<file path="src/verilog/fqtr_pkg.sv">
// constants for the flash query table rom: byte addresses, contents, apb map
package fqtr_pkg;
    // query byte addresses
    localparam logic [8:0] QA_GEOM_FIRST = 9'h027;
    localparam logic [8:0] QA_GEOM_LAST = 9'h038;
    localparam logic [8:0] QA_EXT_FIRST = 9'h10a;
    localparam logic [8:0] QA_EXT_LAST = 9'h117;
    localparam logic [8:0] QA_SIGNATURE = 9'h10a;
    localparam logic [8:0] QA_MAJOR = 9'h10d;
    localparam logic [8:0] QA_MINOR = 9'h10e;
    localparam logic [8:0] QA_FEATURE = 9'h10f;
    localparam logic [8:0] QA_AFTER_SUSPEND = 9'h113;
    localparam logic [8:0] QA_BLOCK_MASK = 9'h114;
    localparam logic [8:0] QA_CORE_VOLT = 9'h116;
    localparam logic [8:0] QA_PROG_VOLT = 9'h117;
    // extended query contents
    localparam logic [23:0] SIGNATURE_VAL = 24'h495250;
    localparam logic [7:0] MAJOR_VAL = 8'h31;
    localparam logic [7:0] MINOR_VAL = 8'h35;
    localparam logic [31:0] FEATURE_VAL = 32'h000001e6;
    localparam logic [7:0] AFTER_SUSPEND_VAL = 8'h01;
    localparam logic [15:0] BLOCK_MASK_VAL = 16'h0003;
    localparam logic [7:0] CORE_VOLT_VAL = 8'h30;
    localparam logic [7:0] PROG_VOLT_VAL = 8'h90;
    // geometry: common head 27..2c, then two region entries 2d..34
    localparam logic [7:0] DEV_SIZE_EXP = 8'h19;
    localparam logic [15:0] IFACE_CODE = 16'h0001;
    localparam logic [15:0] BUF_EXP = 16'h000a;
    localparam logic [7:0] REGION_COUNT = 8'h02;
    localparam logic [31:0] REGION_PARAM = 32'h00800003;
    localparam logic [31:0] REGION_MAIN = 32'h020000fe;
    // apb map: query byte a sits at byte address 4*a
    localparam logic [11:0] APB_QUERY_BASE = 12'h000;
    localparam logic [11:0] APB_CTRL = 12'h800;
    localparam int CTRL_QMODE_BIT = 0;
    localparam int CTRL_TOP_BIT = 1;
    localparam logic [31:0] RD_UNMAPPED = 32'h00000000;
endpackage

</file>
<file path="src/verilog/fqtr_rom.sv">
// apb-readable flash query table: geometry map and primary extended query
// What this block does
// - bytes 10a..10c return ascii signature 50 52 49
// - 10d returns major version 31, 10e minor version 35
// - 10f..112 form feature word, low bytes e6 01, bits 11-29 zero
// - feature word flags suspend, locking, otp, page and sync reads only
// - feature bits 30 and 31 read zero, no continuation field
// - 113 returns 01: program allowed during erase suspend
// - 114..115 block status mask reads 03 00
// - 116 core supply voltage code 30, hex volts and bcd tenths
// - 117 program supply voltage code 90, same encoding
// - 27..2c read 19 01 00 0a 00 02 for both configurations
// - region entries swap order between bottom and top; 35..38 zero
// - byte 27 is log2 of capacity in bytes
// - region entry: count minus one low half, size in 256 bytes high
// - bytes 2a..2b give log2 of write buffer bytes
module fqtr_rom #(
    parameter bit TOP_CONFIG = 1'b0
)
(
    input wire logic pclk,
    input wire logic presetn,
    input wire logic psel,
    input wire logic penable,
    input wire logic pwrite,
    input wire logic [11:0] paddr,
    input wire logic [31:0] pwdata,
    output logic [31:0] prdata,
    output logic pready,
    output logic pslverr
);
    logic qmode_q;
    logic qmode_d;
    logic [31:0] prdata_q;
    logic [31:0] prdata_d;
    logic [7:0] qbyte;
    logic [8:0] qaddr;
    logic [31:0] region_lo;
    logic [31:0] region_hi;
    logic [4:0] geo_idx;
    logic [3:0] ext_idx;
    logic [8:0] ext_off;
    logic [111:0] ext_img;
    logic [143:0] geo_img;
    logic access;

    assign access = psel && penable;
    assign pready = 1'b1;
    assign pslverr = 1'b0;
    assign prdata = prdata_q;
    assign qaddr = paddr[10:2];

    // swap order of region entries with the block configuration
    assign region_lo = TOP_CONFIG ? fqtr_pkg::REGION_MAIN : fqtr_pkg::REGION_PARAM;
    assign region_hi = TOP_CONFIG ? fqtr_pkg::REGION_PARAM : fqtr_pkg::REGION_MAIN;

    // images are little endian, lowest address in the low byte
    assign geo_img = {32'h00000000, region_hi, region_lo,
                      fqtr_pkg::REGION_COUNT, fqtr_pkg::BUF_EXP,
                      fqtr_pkg::IFACE_CODE, fqtr_pkg::DEV_SIZE_EXP};
    assign ext_img = {fqtr_pkg::PROG_VOLT_VAL,
                      fqtr_pkg::CORE_VOLT_VAL,
                      fqtr_pkg::BLOCK_MASK_VAL,
                      fqtr_pkg::AFTER_SUSPEND_VAL,
                      fqtr_pkg::FEATURE_VAL,
                      fqtr_pkg::MINOR_VAL, fqtr_pkg::MAJOR_VAL,
                      fqtr_pkg::SIGNATURE_VAL};
    assign geo_idx = 5'(qaddr - fqtr_pkg::QA_GEOM_FIRST);
    assign ext_off = qaddr - fqtr_pkg::QA_EXT_FIRST;
    assign ext_idx = ext_off[3:0];

    always_comb
    begin
        qbyte = 8'h00;
        if (qaddr >= fqtr_pkg::QA_GEOM_FIRST && qaddr <= fqtr_pkg::QA_GEOM_LAST)
        begin
            qbyte = geo_img[geo_idx*8 +: 8];
        end
        else if (qaddr >= fqtr_pkg::QA_EXT_FIRST && qaddr <= fqtr_pkg::QA_EXT_LAST)
        begin
            qbyte = ext_img[ext_idx*8 +: 8];
        end
    end

    always_comb
    begin
        qmode_d = qmode_q;
        prdata_d = prdata_q;
        if (access && pwrite && paddr == fqtr_pkg::APB_CTRL)
        begin
            qmode_d = pwdata[fqtr_pkg::CTRL_QMODE_BIT];
        end
        if (psel && !penable && !pwrite)
        begin
            // data captured in setup so it is valid during the access phase
            if (paddr == fqtr_pkg::APB_CTRL)
            begin
                prdata_d = 32'h00000000;
                prdata_d[fqtr_pkg::CTRL_QMODE_BIT] = qmode_q;
                prdata_d[fqtr_pkg::CTRL_TOP_BIT] = TOP_CONFIG;
            end
            else if (paddr[11] == 1'b0 && paddr[1:0] == 2'b00 && qmode_q)
            begin
                prdata_d = {24'h000000, qbyte};
            end
            else
            begin
                prdata_d = fqtr_pkg::RD_UNMAPPED;
            end
        end
    end

    // query area has no write path at all
    always_ff @(posedge pclk or negedge presetn)
    begin
        if (!presetn)
        begin
            qmode_q <= 1'b0;
            prdata_q <= 32'h00000000;
        end
        else
        begin
            qmode_q <= qmode_d;
            prdata_q <= prdata_d;
        end
    end
endmodule

</file>
<file path="config.mk">
export PLATFORM = sky130hd
export DESIGN_NAME = fqtr_rom
export DESIGN_NICKNAME = d
export VERILOG_FILES = /design/src/verilog/fqtr_pkg.sv /design/src/verilog/fqtr_rom.sv
export SDC_FILE = /design/constraint.sdc
export NUM_CORES = 1
export LEC_CHECK = 0
export BUFFER_PORTS_ARGS = -buffer_cell sky130_fd_sc_hd__buf_2
export CORE_ASPECT_RATIO = 1.1
export CORE_MARGIN = 3
export CORE_UTILIZATION = 30
export DETAILED_ROUTE_END_ITERATION = 10
export GPL_ROUTABILITY_DRIVEN = 0
export SYNTH_ARGS = -nofsm -noshare
export SYNTH_HDL_FRONTEND = slang
export SYNTH_SLANG_ARGS = --single-unit
</file>
<file path="constraint.sdc">
create_clock -name pclk -period 1.6 [get_ports pclk]
set_clock_uncertainty 0.15 [all_clocks]
set_input_delay 0.32 -clock pclk [delete_from_list [all_inputs] [get_ports pclk]]
set_output_delay 0.32 -clock pclk [all_outputs]
set_load 0.02 [all_outputs]
</file>
After elaboration in Yosys (flattened, before gate mapping)
Cells that the tools add are included.
{"block": "totals", "out_inout_bits": 34, "ff_bits": 33}
{"block": "op_classes", "bitwise": 1, "n_lt_le_gt_ge": 4, "mux": 4, "shifts": 2, "n_eq_ne": 1, "n_addsub": 2, "reduce_logical": 12}
{"op": "indexed part select 144 x 9 -> 8 bit (first input constant)", "count": 1}
{"op": "indexed part select 112 x 8 -> 8 bit (first input constant)", "count": 1}
{"op": "2-to-1 mux 8 bit", "count": 4}
{"op": "== test 12 bit (second input constant)", "count": 1}
{"op": "greater-or-equal comparator 9 x 6 -> 1 bit (second input constant)", "count": 1}
{"op": "greater-or-equal comparator 9 bit (second input constant)", "count": 1}
{"op": "less-or-equal comparator 9 x 6 -> 1 bit (second input constant)", "count": 1}
{"op": "less-or-equal comparator 9 bit (second input constant)", "count": 1}
{"op": "logical AND 1 bit", "count": 9}
{"op": "subtractor 5 x 3 -> 5 bit (second input constant)", "count": 1}
{"op": "subtractor 4 bit (second input constant)", "count": 1}
{"op": "zero test 1 bit", "count": 2}
{"op": "zero test 2 bit", "count": 1}
{"op": "inverter 1 bit", "count": 1}

Logic depth before layout (Yosys ltp)
{"block": "logic_depth", "ltp_word": 6, "mapped_depth": 8}

Least setup slack after synthesis
OpenSTA, ideal clock, no wires.
{"block": "synth_path", "path_kind": "input port to flip-flop", "from": "input paddr[3]", "to": "register prdata_q[2], in the netlist prdata[2]", "path_stages": 6, "setup_slack_ps": -453, "required_ps": 1354, "setup_time_ps": 96, "n_path_buf": 0, "t_arrival_ps": 1807, "path_cell_list": "ha_1 -> and3b_4 -> or4_1 -> a311o_1 -> a21boi_1 -> o31ai_1"}
{"block": "synth_via", "elab_chain_len": 6, "word_cells_on_any_way": 15, "cone_classes": "2 x add/sub; 4 x order compare; 1 x eq/ne; 2 x shift; 4 x mux; 2 x reduce/logical"}
{"item": "start, declared", "line": "fqtr_rom.sv:26", "rtl": "input wire logic [11:0] paddr,"}
{"item": "subtractor 4 bit, or another cell as far along", "line": "fqtr_rom.sv:69", "rtl": "assign ext_off = qaddr - fqtr_pkg::QA_EXT_FIRST;"}
{"item": "indexed part select 112 x 8 -> 8 bit or logical AND 1 bit (tied branches)", "line": "fqtr_rom.sv:81, fqtr_rom.sv:79"}
{"item": "2-to-1 mux 8 bit", "line": "fqtr_rom.sv:79", "rtl": "else if (qaddr >= fqtr_pkg::QA_EXT_FIRST && qaddr <= fqtr_pkg::QA_EXT_LAST)"}
{"item": "2-to-1 mux 8 bit", "line": "fqtr_rom.sv:75", "rtl": "if (qaddr >= fqtr_pkg::QA_GEOM_FIRST && qaddr <= fqtr_pkg::QA_GEOM_LAST)"}
{"item": "2-to-1 mux 8 bit", "line": "fqtr_rom.sv:102", "rtl": "else if (paddr[11] == 1'b0 && paddr[1:0] == 2'b00 && qmode_q)"}
{"item": "2-to-1 mux 8 bit *", "line": "fqtr_rom.sv:96", "rtl": "if (paddr == fqtr_pkg::APB_CTRL)"}
{"item": "end signal, assigned", "line": "fqtr_rom.sv:124", "rtl": "prdata_q <= prdata_d;"}
{"item": "end, declared", "line": "fqtr_rom.sv:34", "rtl": "logic [31:0] prdata_q;"}
Mark *: on every way between the ends. The rest lies on a longest branch, timed or not.
A chain may end at the register's enable or synchronous reset.

Worst setup path after layout
Ends and elaborated chain as after synthesis.

==> report_table.html <==
<table>
<tr><th>Metric</th><th>Value</th></tr>
<tr><th colspan="2">Synthesis</th></tr>
<tr><td>Synth area leaders</td><td>dfrtp_1 (18%), buf_4 (16%), ha_1 (8.2%)</td></tr>
<tr><td>Summed instance area of the synthesized netlist</td><td>0.001220 mm^2</td></tr>
<tr><td>Warnings, synthesis</td><td>0</td></tr>
<tr><td>Synth unique cells</td><td>48</td></tr>
<tr><td>Mapped Avg Cell Area</td><td>7.625 um^2</td></tr>
<tr><td>Cells after Synth</td><td>160</td></tr>
<tr><td>Cell taking the most area after synthesis</td><td>dfrtp_1</td></tr>
<tr><td>Share of the yosys chip area belonging to registers</td><td>18.46%</td></tr>
<tr><td>FF+latch count, synth</td><td>9</td></tr>
<tr><td>Yosys top cell area share</td><td>18.46%</td></tr>
<tr><td>Share of flip-flops with an asynchronous set or reset after synthesis</td><td>100.0%</td></tr>
<tr><td>Leading register cell type out of synthesis</td><td>dfrtp_1</td></tr>
<tr><td>Number of synthesized flops with an enable pin</td><td>0</td></tr>
<tr><th colspan="2">Worst setup path</th></tr>
<tr><td>Worst EP arrival</td><td>1740 ps</td></tr>
<tr><td>Highest net fanout along the worst path</td><td>4</td></tr>
<tr><td>Cells along the critical path</td><td>buf_12 &gt; ha_4 &gt; and3b_4 &gt; or4_4 &gt; a311o_1 &gt; a21boi_2 &gt; o31ai_1</td></tr>
<tr><td>Critical Path Start Type</td><td>input port</td></tr>
<tr><td>Slowest library cell on the worst path</td><td>or4_4</td></tr>
<tr><td>Endpoint kind of the worst setup timing path</td><td>register</td></tr>
<tr><td>Length in cells of the worst reg-to-reg path</td><td>5</td></tr>
<tr><td>Data required time of the critical path</td><td>1590 ps</td></tr>
<tr><td>CP peak stage delay</td><td>460 ps</td></tr>
<tr><td>Type of the worst setup path</td><td>in2reg</td></tr>
<tr><th colspan="2">Die</th></tr>
<tr><td>Full die area</td><td>0.004868 mm^2</td></tr>
<tr><td>Number of ports placed on the die boundary</td><td>83</td></tr>
<tr><td>Initial standard-cell utilization of the core</td><td>32.36%</td></tr>
<tr><td>Floorplan die width</td><td>66.80 um</td></tr>
<tr><td>Site row count</td><td>23</td></tr>
<tr><td>Height of the die</td><td>72.88 um</td></tr>
<tr><td>Core Area</td><td>0.003770 mm^2</td></tr>
<tr><th colspan="2">Timing</th></tr>
<tr><td>Count of endpoints failing hold in the final timing report</td><td>0</td></tr>
<tr><td>Crit path time final</td><td>1749 ps</td></tr>
<tr><td>RSZ-0062 raised after global routing</td><td>true</td></tr>
<tr><td>Worst path setup slack after routing</td><td>-148.6 ps</td></tr>
<tr><td>Sum Neg Setup Slack</td><td>-769.9 ps</td></tr>
<tr><td>Worst hold slack</td><td>176.3 ps</td></tr>
<tr><td>Final period util</td><td>109.3%</td></tr>
<tr><td>Slew Limit Fails</td><td>0</td></tr>
<tr><td>Count of endpoints failing setup in the final report</td><td>7</td></tr>
<tr><td>Achievable frequency</td><td>571.9 MHz</td></tr>
<tr><th colspan="2">CTS</th></tr>
<tr><td>Latest clock arrival within the worst-skew pair</td><td>230 ps</td></tr>
<tr><td>Deepest clock path buffer count</td><td>2</td></tr>
<tr><td>Library cell used as clock root buffer</td><td>clkbuf_8</td></tr>
<tr><td>Num CTS Buffers</td><td>3</td></tr>
<tr><td>CTS tree</td><td>built</td></tr>
<tr><td>CTS Sinks</td><td>9</td></tr>
<tr><td>Clock slew at the register clock pins of the worst setup and hold paths</td><td>50 ps</td></tr>
<tr><td>H-Tree Level Count</td><td>1</td></tr>
<tr><th colspan="2">Layout</th></tr>
<tr><td>Util after Layout</td><td>52.41%</td></tr>
<tr><td>Post-synthesis to final-layout area growth</td><td>61.95%</td></tr>
<tr><td>Design area</td><td>0.001976 mm^2</td></tr>
<tr><td>Share of post-route cells with drive strength above 1</td><td>49.78%</td></tr>
<tr><td>Post-layout net count</td><td>287</td></tr>
<tr><td>Antenna diode instance count</td><td>0</td></tr>
<tr><th colspan="2">Global routing</th></tr>
<tr><td>Congestion Overflow GR</td><td>0</td></tr>
<tr><td>Global Route Usage Sum</td><td>14.65%</td></tr>
<tr><td>Global-route wire length before repair</td><td>5547 um</td></tr>
<tr><td>Number of global-route vias before repair</td><td>1241</td></tr>
<tr><td>Initial antenna violation count</td><td>0</td></tr>
<tr><td>Pin count of the biggest net entering global routing</td><td>10</td></tr>
<tr><th colspan="2">Detailed routing</th></tr>
<tr><td>Average wire per cell in the routed design</td><td>12.68 um</td></tr>
<tr><td>Post-detailed-route via-to-cell ratio</td><td>4.728</td></tr>
<tr><td>First-pass detailed-route iteration total</td><td>4</td></tr>
<tr><td>Vias after detailed routing</td><td>1319</td></tr>
<tr><td>Number of routed nets with antenna violations</td><td>0</td></tr>
<tr><td>Count of unresolved DRC violations after routing</td><td>0</td></tr>
<tr><td>Total wirelength of the detailed-routed design</td><td>3537 um</td></tr>
<tr><td>Starting DRC count in detailed routing</td><td>39</td></tr>
<tr><th colspan="2">Worst hold path</th></tr>
<tr><td>Cell depth of the worst min-delay path</td><td>2</td></tr>
<tr><td>Tightest Hold Check Type</td><td>in2reg</td></tr>
<tr><th colspan="2">Power</th></tr>
<tr><td>Power density normalized to cell area</td><td>460.4 mW/mm^2</td></tr>
<tr><td>Peak supply drop</td><td>0.2787 mV</td></tr>
<tr><td>Total chip power</td><td>0.9095 mW</td></tr>
<tr><td>Leakage dissipation</td><td>0.9170 nW</td></tr>
<tr><th colspan="2">Outcome</th></tr>
<tr><td>Outcome</td><td>finished, violations left</td></tr>
<tr><td>Violated checks</td><td>negative setup slack</td></tr>
<tr><th colspan="2">Placed design</th></tr>
<tr><td>Placed inst area</td><td>0.001692 mm^2</td></tr>
<tr><td>Buffers added on ports</td><td>25</td></tr>
<tr><td>DPL Wire Length</td><td>2714 um</td></tr>
<tr><th colspan="2">Flow run</th></tr>
<tr><td>Max cap viols</td><td>0</td></tr>
</table>
logic make-up (layout without fill, tap and decap cells):
| family | after synthesis | count (layout) | synth area share, % |
|---|---|---|---|
| compound gates | 35 | 35 | 20.21 |
| xor+xnor | 4 | 4 | 2.872 |
| fa+ha+maj | 8 | 8 | 8.205 |
| buf+inv | 36 | 81 | 20.00 |
| flops | 9 | 9 | 18.46 |
| mux | 3 | 3 | 2.667 |
| other cells | 2 | 26 | 0.6156 |
| simple gates | 63 | 63 | 26.97 |
state kept, by name, indices dropped and copies added (netlist names):
register,cells
qmode_q,1
prdata,8
where the power goes:
part	internal (mW)	leakage, nW	switching [mW]
logic	0.188	0.768	0.223
registers	0.228	0.126	0.0000208
clock network	0.174	0.0228	0.0967
metal layers:
metal | global-route usage [%] | vias up | part of all wire [%]
met2 | 24.12 | 48 | 50
met4 | 2.483 | 0 | 0.76
met5 | 0 | - | 0
li1 | - | 652 | -
met3 | 2.465 | 2 | 6.3
met1 | 20.30 | 617 | 43
cell type report:
type                            instances  area (um^2)
Fill cell                             378         1794
Multi-Input combinational cell        139         1085
Timing Repair Buffer                   73        536.8
Sequential cell                         9        225.2
Tap cell                               50        62.56
Clock buffer                            4        45.04
Inverter                                4        21.27
cells in the final DEF, fill, tap and decap left out, types with 4 or more instances in the layout:
cell,n
dfrtp_1,9
buf_6,7
ha_4,5
conb_1,26
buf_2,21
nand2b_1,4
a21oi_1,6
o221ai_2,4
nand2_1,19
buf_4,43
nor2_1,8
path summary, 6_finish.rpt:
| path | startpoint | endpoint | slack [ps] |
|---|---|---|---|
| setup / recovery | paddr[3] | prdata[2]$_DFFE_PN0P_ | -150 |
| min in group asynchronous | presetn | prdata[5]$_DFFE_PN0P_ | 320 |
| hold / removal | pwdata[0] | qmode_q$_DFFE_PN0P_ | 180 |
| max in group asynchronous | presetn | prdata[0]$_DFFE_PN0P_ | 800 |
| hold reg to reg | prdata[3]$_DFFE_PN0P_ | prdata[3]$_DFFE_PN0P_ | 330 |
| setup reg to reg | qmode_q$_DFFE_PN0P_ | prdata[7]$_DFFE_PN0P_ | -30 |
cell usage after synthesis, types with 2 or more instances:
library cell	n
mux2_2	2
nand2b_1	5
inv_1	4
xor2_1	2
xnor2_1	2
a21oi_1	9
a31oi_1	3
buf_2	3
nand3_1	3
nand4_1	2
and2_1	2
o21a_1	2
nand2_1	22
ha_1	8
and3_1	2
nor2_1	11
o21ai_0	3
nor3b_1	2
o221ai_1	4
buf_4	26
o211ai_1	2
nor4b_1	4
a211o_1	2
nor3_1	2
dfrtp_1	9
conb_1	2
worst max-delay path: cells and delay by family:
| kind | cells | cell delay [ps] |
|---|---|---|
| adder cells (fa/ha/maj) | 1 | 150 |
| AO/OA/AOI/OAI | 3 | 520 |
| buffers and inverters | 1 | 110 |
| AND/OR/NAND/NOR | 2 | 630 |
per-stage QoR:
| step | cells | setup slack [ps] |
|---|---|---|
| 6_report | 279 | -148.6 |
| 5_1_grt | 279 | -200.6 |
| 4_1_cts | 277 | -222.3 |
| 3_5_place_dp | 265 | -508.5 |
| 3_3_place_gp | 265 | -498.5 |
| 2_1_floorplan | 184 | -247.8 |
timing repair:
item / in CTS / in global routing
endpoints found under the setup margin: 9 / 9
pin swaps: 13 / 14
hold endpoints to repair: 9 / 0
hold buffers: 1 / 0
setup buffers: 7 / 2
resized for setup: 19 / 21
Power figures use the tool's default switching activity.
